## src/sadc_defines.vh

```
`ifndef SADC_DEFINES_VH
`define SADC_DEFINES_VH

// ==========================================
// Register offsets
`define SADC_OFF_CTRL0   3'h0
`define SADC_OFF_CTRL1   3'h1
`define SADC_OFF_RESH    3'h2
`define SADC_OFF_RESL    3'h3
`define SADC_OFF_STATUS  3'h4
`define SADC_OFF_MASK    3'h5

// ==========================================
// Field positions
`define SADC_C0_CLKLO_HI  7
`define SADC_C0_CLKLO_LO  6
`define SADC_C0_CHAN_HI   5
`define SADC_C0_CHAN_LO   3
`define SADC_C0_GO        2
`define SADC_C0_POWER     0
`define SADC_C1_JUSTIFY   7
`define SADC_C1_CLKHI     6
`define SADC_C1_PCFG_HI   3
`define SADC_C1_PCFG_LO   0
`define SADC_C0_WMASK     8'hfd
`define SADC_C1_WMASK     8'hcf

// ==========================================
// Reset values
`define SADC_CTRL0_RST    8'h00
`define SADC_CTRL1_RST    8'h00
`define SADC_RES_RST      8'h00

// ==========================================
// Timing
`define SADC_CONV_TAD     4'hc
`define SADC_RC_DIV       7'h64
`define SADC_RC_TAD_NS    4000
`define SADC_CLK_NS       40

`endif

```

## src/sadc_top.v

```verilog
`include "sadc_defines.vh"

module sadc_top (
    input  wire       ref_clk,
    input  wire       rstn,
    input  wire [2:0] reg_addr,
    input  wire [7:0] reg_wdata,
    input  wire       reg_wr,
    input  wire       reg_rd,
    output reg  [7:0] reg_rdata,
    output wire       irq,
    input  wire       cmp_above,
    output reg  [9:0] dac_code,
    output reg        sample_hold,
    output reg  [2:0] chan_sel,
    output reg        analog_power,
    output reg  [7:0] analog_pin_en,
    output reg        vref_pos_ext,
    output reg        vref_neg_ext
);

// ==========================================
// Reset release
reg        rst_s1_reg;
reg        rst_s2_reg;
wire       rst_n = rst_s2_reg;

always @(posedge ref_clk or negedge rstn) begin
    if (!rstn) begin
        rst_s1_reg <= 1'b0;
        rst_s2_reg <= 1'b0;
    end else begin
        rst_s1_reg <= 1'b1;
        rst_s2_reg <= rst_s1_reg;
    end
end

// ==========================================
// Comparator input synchroniser
reg        cmp_s1_reg;
reg        cmp_s2_reg;
reg        cmp_s3_reg;
reg        cmp_reg;

always @(posedge ref_clk or negedge rst_n) begin
    if (!rst_n) begin
        cmp_s1_reg <= 1'b0;
        cmp_s2_reg <= 1'b0;
        cmp_s3_reg <= 1'b0;
        cmp_reg    <= 1'b0;
    end else begin
        cmp_s1_reg <= cmp_above;
        cmp_s2_reg <= cmp_s1_reg;
        cmp_s3_reg <= cmp_s2_reg;
        if (cmp_s2_reg == cmp_s3_reg) begin
            cmp_reg <= cmp_s3_reg;
        end
    end
end

// ==========================================
// Registers
reg  [7:0] ctrl0_reg;
reg  [7:0] ctrl1_reg;
reg  [7:0] resh_reg;
reg  [7:0] resl_reg;
reg        status_reg;
reg        mask_reg;
reg        busy_reg;
reg  [9:0] sar_reg;
reg  [3:0] bit_cnt_reg;
reg  [6:0] div_cnt_reg;
reg        done_pulse;

wire [2:0] clk_sel = {ctrl1_reg[`SADC_C1_CLKHI], ctrl0_reg[`SADC_C0_CLKLO_HI:`SADC_C0_CLKLO_LO]};
wire       power   = ctrl0_reg[`SADC_C0_POWER];
wire       wr_c0   = reg_wr && (reg_addr == `SADC_OFF_CTRL0);
wire       rd_st   = reg_rd && (reg_addr == `SADC_OFF_STATUS);
wire       abort_wr = wr_c0 && (!reg_wdata[`SADC_C0_GO] || !reg_wdata[`SADC_C0_POWER]);

// Divide ratio for the selected bit clock
function [6:0] sadc_div;
    input [2:0] sel;
    begin
        case (sel)
            3'h0:    sadc_div = 7'h02;
            3'h1:    sadc_div = 7'h08;
            3'h2:    sadc_div = 7'h20;
            3'h4:    sadc_div = 7'h04;
            3'h5:    sadc_div = 7'h10;
            3'h6:    sadc_div = 7'h40;
            default: sadc_div = `SADC_RC_DIV;
        endcase
    end
endfunction

// Justified result bytes
function [15:0] sadc_just;
    input       right;
    input [9:0] val;
    begin
        if (right) begin
            sadc_just = {6'h00, val};
        end else begin
            sadc_just = {val, 6'h00};
        end
    end
endfunction

// ==========================================
// Bit clock divider
// Comparator path takes about six cycles, so shorter bit periods give a meaningless result
wire [6:0] div_top = sadc_div(clk_sel) - 7'h01;
wire       tad_en  = busy_reg && (div_cnt_reg >= div_top);

always @(posedge ref_clk or negedge rst_n) begin
    if (!rst_n) begin
        div_cnt_reg <= 7'h00;
    end else if (!busy_reg || tad_en) begin
        div_cnt_reg <= 7'h00;
    end else begin
        div_cnt_reg <= div_cnt_reg + 7'h01;
    end
end

// ==========================================
// Control, conversion, results
wire [15:0] just_res = sadc_just(ctrl1_reg[`SADC_C1_JUSTIFY], sar_reg);

always @(posedge ref_clk or negedge rst_n) begin
    if (!rst_n) begin
        ctrl0_reg   <= `SADC_CTRL0_RST;
        ctrl1_reg   <= `SADC_CTRL1_RST;
        resh_reg    <= `SADC_RES_RST;
        resl_reg    <= `SADC_RES_RST;
        busy_reg    <= 1'b0;
        sar_reg     <= 10'h000;
        bit_cnt_reg <= 4'h0;
        done_pulse  <= 1'b0;
        mask_reg    <= 1'b0;
    end else begin
        done_pulse <= 1'b0;
        if (wr_c0) begin
            ctrl0_reg <= reg_wdata & `SADC_C0_WMASK;
            if (reg_wdata[`SADC_C0_GO] && reg_wdata[`SADC_C0_POWER] && power && !busy_reg) begin
                busy_reg    <= 1'b1;
                sar_reg     <= 10'h200;
                bit_cnt_reg <= 4'h0;
            end else if (!reg_wdata[`SADC_C0_GO] || !reg_wdata[`SADC_C0_POWER]) begin
                busy_reg <= 1'b0;
                ctrl0_reg[`SADC_C0_GO] <= 1'b0;
            end
            if (!power || busy_reg == 1'b0 && !reg_wdata[`SADC_C0_POWER]) begin
                ctrl0_reg[`SADC_C0_GO] <= reg_wdata[`SADC_C0_GO] & power & reg_wdata[`SADC_C0_POWER];
            end
        end
        // Only a CTRL0 write that aborts the conversion swallows the tick of its bit period
        if (tad_en && !abort_wr) begin
            bit_cnt_reg <= bit_cnt_reg + 4'h1;
            if (bit_cnt_reg >= 4'h1 && bit_cnt_reg <= 4'ha) begin
                // Keep or drop trial bit, try next one
                sar_reg[4'ha - bit_cnt_reg] <= cmp_reg;
                if (bit_cnt_reg != 4'ha) begin
                    sar_reg[4'h9 - bit_cnt_reg] <= 1'b1;
                end
            end
            if (bit_cnt_reg == `SADC_CONV_TAD - 4'h1) begin
                busy_reg               <= 1'b0;
                ctrl0_reg[`SADC_C0_GO] <= 1'b0;
                resh_reg               <= just_res[15:8];
                resl_reg               <= just_res[7:0];
                done_pulse             <= 1'b1;
            end
        end
        if (reg_wr && reg_addr == `SADC_OFF_CTRL1) begin
            ctrl1_reg <= reg_wdata & `SADC_C1_WMASK;
        end
        if (reg_wr && reg_addr == `SADC_OFF_RESH && !busy_reg) begin
            resh_reg <= reg_wdata;
        end
        if (reg_wr && reg_addr == `SADC_OFF_RESL && !busy_reg) begin
            resl_reg <= reg_wdata;
        end
        if (reg_wr && reg_addr == `SADC_OFF_MASK) begin
            mask_reg <= reg_wdata[0];
        end
    end
end

// ==========================================
// Done flag, set wins over read clear
always @(posedge ref_clk or negedge rst_n) begin
    if (!rst_n) begin
        status_reg <= 1'b0;
    end else if (done_pulse) begin
        status_reg <= 1'b1;
    end else if (rd_st) begin
        status_reg <= 1'b0;
    end
end

assign irq = status_reg & mask_reg;

// ==========================================
// Read port
always @(posedge ref_clk or negedge rst_n) begin
    if (!rst_n) begin
        reg_rdata <= 8'h00;
    end else if (reg_rd) begin
        case (reg_addr)
            `SADC_OFF_CTRL0:  reg_rdata <= ctrl0_reg;
            `SADC_OFF_CTRL1:  reg_rdata <= ctrl1_reg;
            `SADC_OFF_RESH:   reg_rdata <= resh_reg;
            `SADC_OFF_RESL:   reg_rdata <= resl_reg;
            `SADC_OFF_STATUS: reg_rdata <= {7'h00, status_reg};
            `SADC_OFF_MASK:   reg_rdata <= {7'h00, mask_reg};
            default:          reg_rdata <= 8'h00;
        endcase
    end else begin
        reg_rdata <= 8'h00;
    end
end

// ==========================================
// Pin map and references
wire [3:0] pcfg = ctrl1_reg[`SADC_C1_PCFG_HI:`SADC_C1_PCFG_LO];
reg  [7:0] pin_next;
reg  [1:0] ref_next;

// Analog pins per configuration code
always @* begin
    case (pcfg)
        4'h0:    pin_next = 8'hff;
        4'h1:    pin_next = 8'hf7;
        4'h2:    pin_next = 8'h1f;
        4'h3:    pin_next = 8'h17;
        4'h4:    pin_next = 8'h0b;
        4'h5:    pin_next = 8'h03;
        4'h6:    pin_next = 8'h00;
        4'h7:    pin_next = 8'h00;
        4'h8:    pin_next = 8'hf3;
        4'h9:    pin_next = 8'h3f;
        4'ha:    pin_next = 8'h37;
        4'hb:    pin_next = 8'h33;
        4'hc:    pin_next = 8'h13;
        4'hd:    pin_next = 8'h03;
        4'he:    pin_next = 8'h01;
        default: pin_next = 8'h01;
    endcase
end

// External references, positive on pin 3, negative on pin 2
always @* begin
    case (pcfg)
        4'h1:    ref_next = 2'b10;
        4'h3:    ref_next = 2'b10;
        4'h5:    ref_next = 2'b10;
        4'ha:    ref_next = 2'b10;
        4'h8:    ref_next = 2'b11;
        4'hb:    ref_next = 2'b11;
        4'hc:    ref_next = 2'b11;
        4'hd:    ref_next = 2'b11;
        4'hf:    ref_next = 2'b11;
        default: ref_next = 2'b00;
    endcase
end

always @(posedge ref_clk or negedge rst_n) begin
    if (!rst_n) begin
        analog_pin_en <= 8'hff;
        vref_pos_ext  <= 1'b0;
        vref_neg_ext  <= 1'b0;
        chan_sel      <= 3'h0;
        analog_power  <= 1'b0;
        dac_code      <= 10'h000;
        sample_hold   <= 1'b0;
    end else begin
        analog_pin_en <= pin_next;
        vref_pos_ext  <= ref_next[1];
        vref_neg_ext  <= ref_next[0];
        chan_sel      <= ctrl0_reg[`SADC_C0_CHAN_HI:`SADC_C0_CHAN_LO];
        analog_power  <= power;
        dac_code      <= sar_reg;
        sample_hold   <= busy_reg;
    end
end

endmodule // sadc_top

```

## config.mk

```make
export PLATFORM = sky130hd
export DESIGN_NAME = sadc_top
export DESIGN_NICKNAME = d
export VERILOG_FILES = /design/src/sadc_top.v
export VERILOG_INCLUDE_DIRS = /design/src
export SDC_FILE = /design/constraint.sdc
export NUM_CORES = 1
export LEC_CHECK = 0
export ABC_AREA = 1
export BUFFER_PORTS_ARGS = -buffer_cell sky130_fd_sc_hd__buf_4
export CORE_MARGIN = 1
export CORE_UTILIZATION = 53
export DETAILED_ROUTE_END_ITERATION = 10
export HOLD_SLACK_MARGIN = 0.06
export PLACE_DENSITY = 0.81
export SLEW_MARGIN = 0
export SYNTH_ARGS = -nofsm -noshare
export SYNTH_HDL_FRONTEND = slang
export SYNTH_SLANG_ARGS = --single-unit
```

## constraint.sdc

```tcl
create_clock -name ref_clk -period 2.55 [get_ports ref_clk]
set_clock_uncertainty 0.05 [all_clocks]
set_input_delay 0.51 -clock ref_clk [delete_from_list [all_inputs] [get_ports ref_clk]]
set_output_delay 0.51 -clock ref_clk [all_outputs]
set_load 0.1 [all_outputs]
```

==> metrics.csv, run 1 <==
metric,value,unit
die width,95.6,um
Avg Synthesized Cell Area,8.38,sq um
gr usage total,0.242,
H-tree levels,3,
number of global-route vias before repair,3628,
clock sinks,92,
CTS Buffer Depth,2,
Root Driver,clkbuf_8,
die area,9130,sq um
reg2reg end,sar_reg[3],
Synth Area in Compound Gates,0.0949,
"setup slack, reg-to-reg",140,ps
CP Data Required Time,2760,ps
Post-Synthesis Cells,554,
beginning of the worst hold path,cmp_above,
outcome,"complete, no violations",
nets,654,
Setup Viol. Count Final,0,
CP Launch Type,register,
Max-Slew Margin vs Limit,0.575,
"Top FF cell, synth",dfrtp_1,
worst setup margin,141,ps
vias per inst,5.41,
Max Fclk,415,MHz
Async SR Flop Fraction,1.00,
Synth Net Count,596,
hpwl dp,7410,um
top routing layer used,met4,
Post-synth EDFFs,0,
area grow syn2layout,16.1,%
synth unique cells,36,
pins over their slew limit,0,
share of layout cells above drive strength 1,0.173,
Final Cycle Share,0.945,
sequential area share after synthesis,0.498,
min cycle time layout,2410,ps
Netlist Area Pre-Place,4640,sq um
main combinational cell family by area after synthesis,simple AND/OR/NAND/NOR gates,
Yosys warnings,0,
met3 wire length,648,um
Initial DRT Pass Iterations,5,
multiplexer area fraction after synthesis,0,
I/O Buffers,49,
critical path class,register to register,
GPL Wtd Cong,0.955,
post-route ant nets,0,
detailed-route via count,3903,
maximum fanout along the worst path,8,
Fin. Hold Viols,0,
MaxCap Viol Count,0,
# rows,33,
"Clk Latency, worst-skew pair",370,ps
DRT iter0 DRCs,341,
type of destination of the critical path,register,
Reg-to-Reg Start,ctrl0_reg[7],
final hold slack,200,ps
largest net degree at the start of global routing,48,
PD cells,1070,nW/um^2
Die Ht,95.6,um
Synth Area in XOR/XNOR,0.0113,
CTS tree,done,
antenna violations before repair,0,
Core Region,8340,sq um
first-pass GRT wire length,16900,um
critical path arrival,2620,ps
cts bufs inserted,9,
Post-Route WL,10100,um
simple-gate area share of the yosys netlist,0.243,
P_leak,2.80,nW
dpl ws,25.5,ps
R2R cell count,14,
Wirelength per Cell,14.0,um
n_diodes,0,
GRT overflow,0,
Worst-path clk slew,100,ps
Hold Path Class,primary input to register,
adder-cell share of the synthesized area,0.0723,
Initial Utilization,0.556,
Slew @ Worst Pin,637,ps
worst hold stages,1,
Hold EP,cmp_s1_reg,
M1 wire length,4320,um
#FFs+latches synth,92,
Peak VDD IR,0.690,mV
DRC violations left,0,
Ports,50,
routed wl met2,5010,um
-- worst max-delay path, cell delays in order (launching register included) --
cell	delay, ps
dfrtp_2	430
inv_1	80
ha_1	280
inv_1	100
xor2_1	170
inv_1	60
ha_1	260
nand2_1	40
nor2_1	80
nand2_1	80
nand2_2	140
buf_4	150
nand3_4	120
o21ai_1	160
nand2_1	70
-- worst max-delay path by stage --
stage | startpoint | endpoint | slack [ps] | depth (start not counted)
3_3_place_gp | ctrl0_reg[6] | sar_reg[4] | 140 | 14
2_1_floorplan | ctrl0_reg[6] | resh_reg[0] | 340 | 15
6_report | ctrl0_reg[7] | sar_reg[3] | 140 | 14
5_1_grt | ctrl0_reg[6] | bit_cnt_reg[0] | -40 | 14
3_5_place_dp | ctrl0_reg[6] | sar_reg[4] | 30 | 14
4_1_cts | ctrl0_reg[7] | sar_reg[4] | -10 | 14
-- layout make-up --
class | count | area, sq um
Fill cell | 686 | 2950
Sequential cell | 92 | 2320
Multi-Input combinational cell | 373 | 2000
Timing Repair Buffer | 60 | 469
Inverter | 76 | 285
Tap cell | 105 | 131
Clock buffer | 9 | 124
Clock inverter | 7 | 66.3
-- cells in the mapped netlist, types with 2 or more instances --
cell,instances,area (sq um)
nand2_1,148,556
dfrtp_1,85,2130
inv_1,72,270
nand3_1,46,230
nor2_1,43,161
ha_1,26,325
o21ai_0,26,130
o22ai_1,13,81.3
o21ai_1,12,60.1
a21oi_1,9,45.0
dfstp_2,7,184
a22oi_1,6,45.0
clkbuf_1,6,22.5
nand4_1,6,37.5
xor2_1,6,52.6
a31oi_1,4,25.0
buf_2,4,20.0
inv_2,4,15.0
nand2_2,4,25.0
buf_6,3,33.8
nand3_2,3,30.0
nor2_2,3,18.8
nor2_4,2,22.5
nor3_1,2,10.0
nor3b_1,2,15.0
o211ai_1,2,15.0
-- logic make-up after synthesis --
| kind of cell | count (synthesis) |
|---|---|
| flops | 92 |
| other cells | 1 |
| buf+inv | 90 |
| simple gates | 262 |
| compound gates | 76 |
| fa+ha+maj | 27 |
| xor+xnor | 6 |
-- metal layers --
layer | GRT usage | vias to the layer above
met3 | 0.0455 | 16
met5 | 0 | -
li1 | - | 1891
met1 | 0.321 | 1845
met2 | 0.404 | 151
met4 | 0.0734 | 0
-- metrics by stage --
step | instance area [sq um] | total power [mW] | cells | util | TNS (ps)
5_1_grt | 5390 | 6.15 | 722 | 0.646 | -52.6
3_5_place_dp | 5120 | 4.78 | 701 | 0.614 | 0
4_1_cts | 5330 | 5.74 | 718 | 0.639 | -38.4
6_report | 5390 | 5.76 | 722 | 0.646 | 0
3_3_place_gp | 5120 | 4.71 | 701 | 0.614 | 0
2_1_floorplan | 4640 | 4.19 | 554 | - | 0
-- where the power goes --
part           internal, mW  switching (mW)  total (mW)
registers              1.85           0.288        2.14
logic                 0.694            1.98        2.68
clock network         0.379           0.569       0.949
total                  2.92            2.84        5.76
-- cells in the final DEF (no fill, tap or decap), types with 2 or more instances in the layout --
master,count
nor3_1,2
inv_2,5
o211ai_1,2
ha_1,26
o22ai_1,13
nor2_1,43
nor2_4,2
clkinvlp_4,2
dfstp_2,7
inv_1,71
a31oi_1,4
nand2_1,147
nor3b_1,2
a22oi_1,6
dfrtp_1,82
nor2_2,3
a21oi_1,9
o21ai_0,26
o21ai_1,12
dfrtp_2,2
nand4_1,6
xor2_1,6
buf_4,57
nand3_1,46
nand2_2,5
clkbuf_8,9
inv_8,3
nand3_4,3
-- timing repair --
action,4_1_cts,5_1_grt
pin swaps,0,2
gates cloned,0,1
endpoints found under the setup margin,6,30
resized for setup,1,7
setup buffers,0,3
hold buffers,1,0
hold endpoints to repair,2,0
Note: power is estimated with default switching activity, not from simulation.
==> inputs of run 2 (changes only) <==
Settings changed: PLACE_DENSITY 0.81 to 0.82.
==> run 2 against run 1 <==
Net effect: non-clock buffer count rose by 1; sequential power is essentially flat; clock power about the same; first-iteration DRC count fell by 20%; critical path type unchanged; largest power group unchanged; highest routed layer unchanged.
==> metrics.csv, run 2 (synthesis gave the netlist of run 1 again) <==
metric,value,unit,change
Initial DRT Pass Iterations,5,,unchanged
Post-DP Area,5120,sq um,unchanged
number of global-route vias before repair,3596,,-0.88%
P_leak,2.81,nW,+0.46%
Fin. Hold Viols,0,,unchanged
"CP delay by family, top",simple AND/OR/NAND/NOR gates,,
M1 wire length,4490,um,+4.0%
Hold Path Class,primary input to register,,
detailed-route via count,3895,,-0.20%
CP Cell Sequence,buf_4 > ha_1 > nand2_1 > xor2_1 > inv_1 > ha_4 > nand2_1 > nor2_1 > nand2_1 > nand2_4 > buf_12 > nand3_4 > o21ai_1 > nand2_1,,
I/O Buffers,49,,unchanged
die width,95.6,um,unchanged
crit path buf inv count,3,,-1
type of destination of the critical path,register,,
CP most frequent cell,nand2_1,,
Inst Count DP,701,,unchanged
outcome,"complete, no violations",,
CTS Buffer Depth,2,,unchanged
cell area after layout,5450,sq um,+1.1%
number of fill cells in the layout,675,,-1.6%
CP max stage delay,460,ps,+30 ps
routed wl met2,4960,um,-1.0%
MaxCap Viol Count,0,,unchanged
critical path class,register to register,,
Ports,50,,unchanged
CP Launch Type,register,,
Peak VDD IR,0.576,mV,-17%
Worst-path clk slew,100,ps,about the same
cts bufs inserted,9,,unchanged
largest net degree at the start of global routing,50,,+4.2%
Slew @ Worst Pin,553,ps,-84.4 ps
Layout Cells excl Fill,723,,+0.14%
DRC violations left,0,,unchanged
maximum fanout along the worst path,8,,unchanged
gr usage total,0.239,,-0.00307
FF+latch area,2320,sq um,unchanged
CP Data Required Time,2760,ps,about the same
"commonest non-fill, non-tap cell in the layout",nand2_1,,
worst setup margin,118,ps,-22.8 ps
top routing layer used,met4,,
"commonest non-fill, non-tap cells in the layout","nand2_1, dfrtp_1, inv_1, buf_4, nand3_1",,
Die Ht,95.6,um,unchanged
min cycle time layout,2430,ps,+22.8 ps
Max Fclk,411,MHz,-0.94%
area grow syn2layout,17.4,%,
# rows,33,,unchanged
clock sinks,92,,unchanged
hpwl dp,7250,um,-2.2%
n_diodes,0,,unchanged
GPL Wtd Cong,0.888,,-7.1%
met3 wire length,540,um,-17%
pins over their slew limit,0,,unchanged
slowest stage cell on the critical path,dfrtp_2,,
vias per inst,5.39,,-0.34%
antenna violations before repair,0,,unchanged
DRT iter0 DRCs,272,,-20%
first-pass GRT wire length,16800,um,-0.98%
nets,655,,+0.15%
post-route ant nets,0,,unchanged
Initial Utilization,0.556,,unchanged
Setup Viol. Count Final,0,,unchanged
"Clk Latency, worst-skew pair",360,ps,about the same
die area,9130,sq um,unchanged
Max-Slew Margin vs Limit,0.632,,+0.0563
Post-Route WL,10100,um,-0.28%
Design Power,5.80,mW,+0.57%
Core Region,8340,sq um,unchanged
dpl ws,16.5,ps,-8.96 ps
H-tree levels,3,,unchanged
Root Driver,clkbuf_8,,
Wirelength per Cell,14.0,um,-0.41%
CTS tree,done,,
GRT overflow,0,,unchanged
PD cells,1060,nW/um^2,-0.52%
share of layout cells above drive strength 1,0.189,,+0.0159
critical path arrival,2640,ps,+20 ps
Final Cycle Share,0.954,,+0.00893
multi-input logic area,2030,sq um,+1.8%
run 2: cell types whose count changed in the layout (fill, tap and decap cells not counted), moves of 2 or more:
cell     before  now
ha_1         26   24
inv_1        71   69
inv_2         5    7
inv_8         3    1
nand2_1     147  145
o21ai_2       0    2
run 2: cell type report:
cell class | count | area share
Sequential cell | 92 | 0.425
Timing Repair Buffer | 61 | 0.0898
Inverter | 76 | 0.0524
Tap cell | 105 | 0.0241
Multi-Input combinational cell | 373 | 0.373
Clock buffer | 9 | 0.0227
Clock inverter | 7 | 0.0129
run 2: metal layers:
metal / vias up / track usage
li1: 1890 / -
met1: 1870 / 0.317
met2: 126 / 0.399
met3: 9 / 0.0415
met4: 0 / 0.0759
met5: - / 0
run 2: timing repair:
action                     in CTS  in global routing
hold endpoints to repair        2                  0
pin swaps                       0                  7
buffers inserted                0                  4
setup endpoints to repair       4                 32
resized for setup               1                 18
gates cloned                    0                  1
hold buffers                    1                  0
run 2: final timing paths:
path,from,to,slack [ps],depth (start not counted)
max,ctrl0_reg[6],sar_reg[3],120,14
min,cmp_above,cmp_s1_reg,200,1
max reg2reg,ctrl0_reg[6],sar_reg[3],120,14
min reg2reg,rst_n,div_cnt_reg[0],260,0
max in group asynchronous,rst_n,analog_pin_en[5],1490,1
min in group asynchronous,rst_n,div_cnt_reg[0],260,0
run 2: report_power, final:
group	switching, mW	internal, mW	leakage [nW]
registers	0.283	1.85	1.10
clock network	0.567	0.379	0.0951
logic	2.01	0.711	1.61
total	2.86	2.94	2.81
run 2: metrics by stage:
stage                     hold slack, ps  utilization  setup TNS (ps)
final                                204        0.653               0
after global routing                 182        0.653           -40.5
after CTS                            189        0.640               0
after detailed placement             245        0.614               0
after global placement               242        0.614               0
after floorplan                      164            -               0
